**src/include/adc_ctrl_consts.svh**
```systemverilog
// constants for the converter control logic: offsets, fields, reset values, timing
`ifndef ADC_CTRL_CONSTS_SVH
`define ADC_CTRL_CONSTS_SVH
// byte offsets of the three control registers and the pin share register on the bus
`define OFS_CTRL_FIRST   4'h0
`define OFS_CTRL_SECOND  4'h4
`define OFS_CTRL_THIRD   4'h8
`define OFS_PIN_SHARE    4'hc
// first control register fields
`define BIT_START        7
`define BIT_BUSY         6
`define BIT_POWER        5
// third control register fields
`define BIT_OPAMP        7
`define BIT_BANDGAP      6
`define BIT_REF_MSB      3
// writable masks; unimplemented bits read as zero
`define MASK_FIRST       8'ha0
`define MASK_SECOND      8'he7
`define MASK_THIRD       8'hcf
// reset values
`define RST_REG          8'h00
// conversion timing in converter clock cycles
`define SAMPLE_CYCLES    5'h04
`define CONVERT_CYCLES   5'h0c
`define TOTAL_CYCLES     5'h10
`endif

```
**src/include/adc_ctrl_pkg.sv**
```systemverilog
// types shared by the converter control logic
package adc_ctrl_pkg;
	// converter input source
	typedef enum logic [2:0] {
		SRC_PIN, SRC_SUPPLY, SRC_SUPPLY_HALF, SRC_SUPPLY_QUARTER,
		SRC_OPAMP, SRC_OPAMP_HALF, SRC_OPAMP_QUARTER
	} input_source_t;
	// converter reference source
	typedef enum logic [2:0] {
		REF_SUPPLY, REF_EXT, REF_BANDGAP
	} reference_source_t;
	// analog routing bundle toward the macro
	typedef struct packed {
		input_source_t     source;
		reference_source_t reference;
		logic [2:0]        ref_gain;
		logic              opamp_from_bandgap;
	} analog_route_t;
	// conversion sequencer states
	typedef enum logic [1:0] {
		ST_IDLE, ST_SAMPLE, ST_CONVERT
	} conv_state_t;
endpackage

```
**src/hdl/adc_clock_divider.sv**
```systemverilog
// converter clock divider: one-cycle enable at fsys divided by 2^code
`timescale 1ns/1ns
module adc_clock_divider #(
	parameter int WIDTH = 7
) (
	// clock and reset
	input  wire logic       clk_i,
	input  wire logic       rst_i,
	// control
	input  wire logic       clear_i,
	input  wire logic [2:0] code_i,
	// enable pulse
	output logic            tick_o
);
	logic [WIDTH-1:0] count_q;   // free running prescaler
	logic [WIDTH-1:0] mask;      // terminal mask for the ratio

	// ratio 2^code; code 0 ticks on every cycle
	always_comb begin
		mask = WIDTH'((1 << code_i) - 1);
	end

	// restart on clear so a conversion starts on a full period
	always_ff @(posedge clk_i) begin
		if (rst_i || clear_i || (count_q & mask) == mask) begin
			count_q <= '0;
		end else begin
			count_q <= count_q + 1'b1;
		end
	end

	// tick when the masked count reaches its end
	always_ff @(posedge clk_i) begin
		if (rst_i) begin
			tick_o <= 1'b0;
		end else begin
			tick_o <= !clear_i && ((count_q & mask) == mask);
		end
	end
endmodule

```
**src/hdl/adc_control.sv**
```systemverilog
// converter control: registers, routing, divider, start handshake and sequencer
// Behaviour
// - input code picks pin, supply or opamp
// - clock code divides fsys by 1 to 128
// - reference code picks supply, external, bandgap
// - reference msb feeds bandgap to opamp
// - bandgap wins over external reference
// - third register bit 6 drives bandgap buffer
// - start rising resets converter, clears busy
// - start falling begins a conversion
// - busy set at start, cleared at end
// - end of conversion raises request flag
// - converter powered only while enable set
// - analog pin drops functions and pull-up
// - analog pin share overrides port direction
// - unimplemented bits read as zero
// - busy flag is read only bit 6
// - converter enable is first register bit 5
// - sixteen cycles: four sample, twelve convert
`timescale 1ns/1ns
`include "adc_ctrl_consts.svh"
module adc_control
	import adc_ctrl_pkg::*;
#(
	parameter int PINS = 8
) (
	// clock and reset
	input  wire logic            clk_i,
	input  wire logic            rst_i,
	// wishbone slave
	input  wire logic            cyc_i,
	input  wire logic            stb_i,
	input  wire logic            we_i,
	input  wire logic [3:0]      adr_i,
	input  wire logic [3:0]      sel_i,
	input  wire logic [31:0]     dat_i,
	output logic      [31:0]     dat_o,
	output logic                 ack_o,
	// analog macro control
	output analog_route_t        route_o,
	output logic                 conv_power_o,
	output logic                 conv_reset_o,
	output logic                 sample_o,
	output logic                 convert_o,
	output logic                 conv_clock_tick_o,
	output logic                 opamp_enable_o,
	output logic                 bandgap_buffer_enable_o,
	// interrupt request toward the controller
	output logic                 conv_irq_flag_o,
	// pin sharing
	input  wire logic [PINS-1:0] pull_up_req_i,
	input  wire logic [PINS-1:0] port_dir_out_i,
	output logic      [PINS-1:0] pin_analog_o,
	output logic      [PINS-1:0] pull_up_o,
	output logic      [PINS-1:0] digital_out_en_o
);
	logic [7:0]      first_q;    // start and power bits
	logic [7:0]      second_q;   // input and clock selects
	logic [7:0]      third_q;    // opamp, bandgap, reference
	logic [PINS-1:0] share_q;    // pin share analog selects
	logic            busy_q;     // conversion busy flag
	logic            start_prev_q; // start bit one cycle ago
	logic            start_rise;
	logic            start_fall;
	logic            go_pending_q; // falling edge waiting for a tick
	logic            tick;
	logic            done;
	conv_state_t     state_q;
	logic [4:0]      cycle_q;    // converter cycles in this conversion
	logic            access;
	logic [7:0]      rd_byte;

	assign access = cyc_i && stb_i && !ack_o;

	// ack one cycle after the request, drop it the next cycle
	always_ff @(posedge clk_i) begin
		if (rst_i) begin
			ack_o <= 1'b0;
		end else begin
			ack_o <= access;
		end
	end

	// register writes; byte lane 0 carries the 8-bit registers
	always_ff @(posedge clk_i) begin
		if (rst_i) begin
			first_q  <= `RST_REG;
			second_q <= `RST_REG;
			third_q  <= `RST_REG;
			share_q  <= '0;
		end else if (access && we_i && sel_i[0]) begin
			case (adr_i)
				`OFS_CTRL_FIRST:  first_q  <= dat_i[7:0] & `MASK_FIRST;
				`OFS_CTRL_SECOND: second_q <= dat_i[7:0] & `MASK_SECOND;
				`OFS_CTRL_THIRD:  third_q  <= dat_i[7:0] & `MASK_THIRD;
				`OFS_PIN_SHARE:   share_q  <= dat_i[PINS-1:0];
				default:          ;
			endcase
		end
	end

	// read mux; unmapped addresses read zero
	always_comb begin
		rd_byte = 8'h00;
		case (adr_i)
			`OFS_CTRL_FIRST:  rd_byte = first_q | {1'b0, busy_q, 6'h00};
			`OFS_CTRL_SECOND: rd_byte = second_q;
			`OFS_CTRL_THIRD:  rd_byte = third_q;
			`OFS_PIN_SHARE:   rd_byte = 8'(share_q);
			default:          rd_byte = 8'h00;
		endcase
	end

	// read data is registered with the ack
	always_ff @(posedge clk_i) begin
		if (rst_i) begin
			dat_o <= 32'h0000_0000;
		end else if (access && !we_i) begin
			dat_o <= {24'h00_0000, rd_byte};
		end
	end

	adc_clock_divider #(
		.WIDTH(7)
	) u_div (
		.clk_i  (clk_i),
		.rst_i  (rst_i),
		.clear_i(start_rise || !first_q[`BIT_POWER]),
		.code_i (second_q[2:0]),
		.tick_o (tick)
	);

	// start bit edges, same clock so no synchroniser is needed
	always_ff @(posedge clk_i) begin
		if (rst_i) begin
			start_prev_q <= 1'b0;
		end else begin
			start_prev_q <= first_q[`BIT_START];
		end
	end
	assign start_rise = first_q[`BIT_START] && !start_prev_q;
	assign start_fall = !first_q[`BIT_START] && start_prev_q;

	// hold the falling edge until the next converter tick
	always_ff @(posedge clk_i) begin
		if (rst_i || start_rise || !first_q[`BIT_POWER]) begin
			go_pending_q <= 1'b0;
		end else if (start_fall) begin
			go_pending_q <= 1'b1;
		end else if (tick) begin
			go_pending_q <= 1'b0;
		end
	end

	always_ff @(posedge clk_i) begin
		if (rst_i || start_rise || !first_q[`BIT_POWER]) begin
			state_q <= ST_IDLE;
			cycle_q <= 5'h00;
		end else if (tick) begin
			case (state_q)
				ST_IDLE: begin
					// begin on the held falling edge
					if (go_pending_q) begin
						state_q <= ST_SAMPLE;
						cycle_q <= 5'h00;
					end
				end
				ST_SAMPLE: begin
					cycle_q <= cycle_q + 5'h01;
					if (cycle_q == `SAMPLE_CYCLES - 5'h01) begin
						state_q <= ST_CONVERT;
					end
				end
				ST_CONVERT: begin
					cycle_q <= cycle_q + 5'h01;
					if (cycle_q == `TOTAL_CYCLES - 5'h01) begin
						state_q <= ST_IDLE;
						cycle_q <= 5'h00;
					end
				end
				default: begin
					state_q <= ST_IDLE;
				end
			endcase
		end
	end
	assign done = tick && state_q == ST_CONVERT && cycle_q == `TOTAL_CYCLES - 5'h01;

	// busy from the falling edge to the last cycle
	always_ff @(posedge clk_i) begin
		if (rst_i || start_rise || !first_q[`BIT_POWER]) begin
			busy_q <= 1'b0;
		end else if (start_fall) begin
			busy_q <= 1'b1;
		end else if (done) begin
			busy_q <= 1'b0;
		end
	end

	// request flag pulses at each end of conversion
	always_ff @(posedge clk_i) begin
		if (rst_i) begin
			conv_irq_flag_o <= 1'b0;
		end else begin
			conv_irq_flag_o <= done;
		end
	end

	// macro controls straight from flops
	always_ff @(posedge clk_i) begin
		if (rst_i) begin
			conv_power_o            <= 1'b0;
			conv_reset_o            <= 1'b0;
			sample_o                <= 1'b0;
			convert_o               <= 1'b0;
			conv_clock_tick_o       <= 1'b0;
			opamp_enable_o          <= 1'b0;
			bandgap_buffer_enable_o <= 1'b0;
		end else begin
			// enable is first register bit 5
			conv_power_o            <= first_q[`BIT_POWER];
			conv_reset_o            <= first_q[`BIT_START];
			sample_o                <= state_q == ST_SAMPLE;
			convert_o               <= state_q == ST_CONVERT;
			conv_clock_tick_o       <= tick;
			// opamp bit acts as written; firmware enables it
			opamp_enable_o          <= third_q[`BIT_OPAMP];
			bandgap_buffer_enable_o <= third_q[`BIT_BANDGAP];
		end
	end

	// analog routing decode
	always_ff @(posedge clk_i) begin
		if (rst_i) begin
			route_o <= '0;
		end else begin
			// input source decode, others as pin
			case (second_q[7:5])
				3'h1:    route_o.source <= SRC_SUPPLY;
				3'h2:    route_o.source <= SRC_SUPPLY_HALF;
				3'h3:    route_o.source <= SRC_SUPPLY_QUARTER;
				3'h5:    route_o.source <= SRC_OPAMP;
				3'h6:    route_o.source <= SRC_OPAMP_HALF;
				3'h7:    route_o.source <= SRC_OPAMP_QUARTER;
				default: route_o.source <= SRC_PIN;
			endcase
			// reference decode; 1001 unused, treated as supply
			case (third_q[3:0])
				4'h1, 4'h2, 4'h3, 4'h4: begin
					route_o.reference <= REF_EXT;
					route_o.ref_gain  <= third_q[2:0];
				end
				4'ha, 4'hb, 4'hc: begin
					route_o.reference <= REF_BANDGAP;
					route_o.ref_gain  <= third_q[2:0];
				end
				default: begin
					route_o.reference <= REF_SUPPLY;
					route_o.ref_gain  <= 3'h1;
				end
			endcase
			route_o.opamp_from_bandgap <= third_q[`BIT_REF_MSB];
		end
	end

	// pin sharing: analog pins lose pull-up and drivers
	always_ff @(posedge clk_i) begin
		if (rst_i) begin
			pin_analog_o     <= '0;
			pull_up_o        <= '0;
			digital_out_en_o <= '0;
		end else begin
			pin_analog_o     <= share_q;
			pull_up_o        <= pull_up_req_i & ~share_q;
			digital_out_en_o <= port_dir_out_i & ~share_q;
		end
	end
endmodule

```
**config.mk**
```make
export PLATFORM = sky130hd
export DESIGN_NAME = adc_control
export DESIGN_NICKNAME = d
export VERILOG_FILES = /design/src/include/adc_ctrl_pkg.sv /design/src/hdl/adc_clock_divider.sv /design/src/hdl/adc_control.sv
export VERILOG_INCLUDE_DIRS = /design/src /design/src/include
export SDC_FILE = /design/constraint.sdc
export NUM_CORES = 1
export LEC_CHECK = 0
export BUFFER_PORTS_ARGS = -buffer_cell sky130_fd_sc_hd__clkbuf_2
export CAP_MARGIN = 0
export CORE_MARGIN = 2
export CORE_UTILIZATION = 29
export CTS_CLUSTER_SIZE = 14
export DETAILED_ROUTE_END_ITERATION = 8
export PLACE_DENSITY_LB_ADDON = 0.1
export SLEW_MARGIN = 25
export SYNTH_ARGS = -nofsm -noshare
export SYNTH_HDL_FRONTEND = slang
export SYNTH_SLANG_ARGS = --single-unit
```
**constraint.sdc**
```tcl
create_clock -name clk_i -period 2.7 [get_ports clk_i]
set_input_delay 0.27 -clock clk_i [delete_from_list [all_inputs] [get_ports clk_i]]
set_output_delay 0.27 -clock clk_i [all_outputs]
set_load 0.01 [all_outputs]
```
==> impl_metrics.ini <==
[cells_and_area]
mostFrequentLayoutCells = 89 x dfxtp_1, 83 x clkbuf_2, 44 x nor2_1
final_common_cell = dfxtp_1
drive_gt1_frac = 0.258
utilization = 0.365
stdcell_area_sq_um = 4420
nets = 515
multi_input_area_sq_um = 1660
nFillCells = 1308
antenna_cells = 0
regArea_sq_um = 1780
area_growth_pct = 21.5

[clock_tree]
clock_path_buffers = 2
postCtsHoldBufs = 0
cts-root-buf = clkbuf_16
clock_sinks = 89
clk_pin_slew_ns = 0.06
cts_resized = 0
cts_tree = built
post_cts_buffers = 0
cts_buffers = 9
clk_latency_ns = 0.33
htree_levels = 3

[power]
p_per_area_nw_per_um2 = 599
p_leak_nw = 1.99
ir_worst_vdd_mv = 0.321

[worst_setup_path]
cp.required_ns = 2.92
critPathLaunchType = flip-flop
path_max_fanout = 12
end_kind = flip-flop
cp.arrival_ns = 2.35
crit_type = reg -> reg

[floorplanning]
dieArea_sq_um = 13500
die_y_um = 116
rows = 40
die_x_um = 116
core_area_sq_um = 12100
floorplan.initialDensity = 0.300
pin_count = 136

[logic_synthesis]
synthSimpleGateAreaFrac = 0.207
syn_avg_cell_area_sq_um = 10.0
yosysSeqAreaShare = 0.490
synth_mux_area_frac = 0.0887
synthXorXnorAreaFrac = 0.0193
synth_seq_cells = 89
synth_compound_area_frac = 0.0880
synth_warnings = 0
synth.cell_area_sq_um = 3640
synth_cells = 363
synth_cell_types = 50
synth_edf_count = 0
synth-adder-area-share = 0.0275
synth_top_family_by_area = simple AND/OR/NAND/NOR gates
synth-async-reset-ratio = 0
yosys_most_used_dff = dfxtp_1

[global_route]
antenna_found_initial = 0
overflow = 0
track_usage = 0.123
grt_start_max_net_pins = 38
grt_pass1_vias = 2582
grt_pass1_wl_um = 12800

[timing]
tns_ns = 0
period_needed_ns = 2.12
worst_pin_slew_ns = 0.538
relSlewSlack = 0.636
maxSlewViolCount = 0
fmax_ghz = 0.471
period_share = 0.786
setup_violations = 0
rsz0062_at_grt = false
layout_setup_ws_ns = 0.577
holdWs_ns = 0.170
skew_ns = 0.00649
hold_viol_final = 0

[placed_design]
place_area_sq_um = 4140
gp_congestion = 0.759
port_buffers = 83
dp_slack_ns = 0.577
dp_hpwl_um = 5870

[routing]
post-route-drc-count = 0
drtAntennaViolNets = 0
vias_per_cell = 4.37
wl_um = 7930
drtPass1Iterations = 4
drt_iter0_drc = 79
num_vias = 2699
wl_per_cell_um = 12.8

[run]
cap_violations = 0

[run_status]
outcome = completed

[hold_path]
hp-class = in -> reg
metal layers:
metal	part of all wire	track usage	routed length, um
met4	0.014	0.0405	108
met5	0	0	0
met3	0.044	0.0314	348
met2	0.46	0.197	3670
met1	0.48	0.163	3800
worst max-delay path, cell delays in order (launching register included):
cell and delay (ns):
dfxtp_1 0.53, or3_1 0.23, ha_1 0.26, inv_1 0.08, a222oi_1 0.33, nand3_1 0.31, and3b_1 0.27
cell usage after synthesis, drive strengths merged (3+ instances only):
master,count,area (sq um)
dfxtp,89,1780
nor2,44,165
buf,33,228
mux2i,21,210
nor2b,21,131
nor3b,18,135
nand2,16,60.1
inv,9,33.8
nand3,9,45.0
a211oi,8,72.6
a22oi,8,60.1
ha,8,100
nand2b,8,50.1
clkbuf,7,26.3
o21ai,7,35.0
a21oi,6,30.0
mux2,6,67.6
a22o,4,35.0
xnor2,4,35.0
xor2,4,35.0
nand3b,3,22.5
nand4,3,25.0
worst paths after layout:
| check | start | endpoint | slack [ns] | cells past startpoint |
|---|---|---|---|---|
| worst min register to register | dat_o[3] | dat_o[3] | 0.46 | 2 |
| worst max register to register | second_q[2] | u_div.tick_o | 0.58 | 6 |
| worst min-delay path | dat_i[4] | share_q[4] | 0.17 | 3 |
| worst max-delay path | second_q[2] | u_div.tick_o | 0.58 | 6 |
where the power goes:
| group | switching, mW | leakage [nW] | internal [mW] |
|---|---|---|---|
| clock | 0.490 | 0.145 | 0.708 |
| combinational | 0.0732 | 1.13 | 0.0453 |
| sequential | 0.00465 | 0.722 | 1.33 |
| total | 0.568 | 1.99 | 2.08 |
registers in the layout, summed over array words and instances, names as in the netlist, 2 cells and up:
register,count
route_o,9
pull_up_o,8
cycle_q,5
first_q,2
digital_out_en_o,8
share_q,8
dat_o,8
u_div.count_q,7
third_q,6
pin_analog_o,8
second_q,6
state_q,2
cell type report:
class                   instances  share of cell area
well taps                     168              0.0475
clock inverters                 6              0.0133
flip-flops and latches         89               0.403
multi-input cells             249               0.375
repair buffers                 88               0.102
clock buffers                   9              0.0509
inverters                       9             0.00764
logic make-up (layout without fill, tap and decap cells):
group	after synthesis	in the layout
buffers and inverters	49	112
other	1	25
xor gates and xnor gates	8	8
muxes	29	29
and+or+nand+nor	136	136
adders and majority gates	8	8
DFF	89	89
AOI/OAI and AO/OA	43	43
metrics by stage:
| step | std cells | power (mW) |
|---|---|---|
| floorplan | 387 | 1.45 |
| global placement | 603 | 1.48 |
| detailed placement | 603 | 1.48 |
| CTS | 618 | 2.69 |
| global route | 618 | 2.75 |
| finish | 618 | 2.65 |
Note: power is estimated with default switching activity, not from simulation.
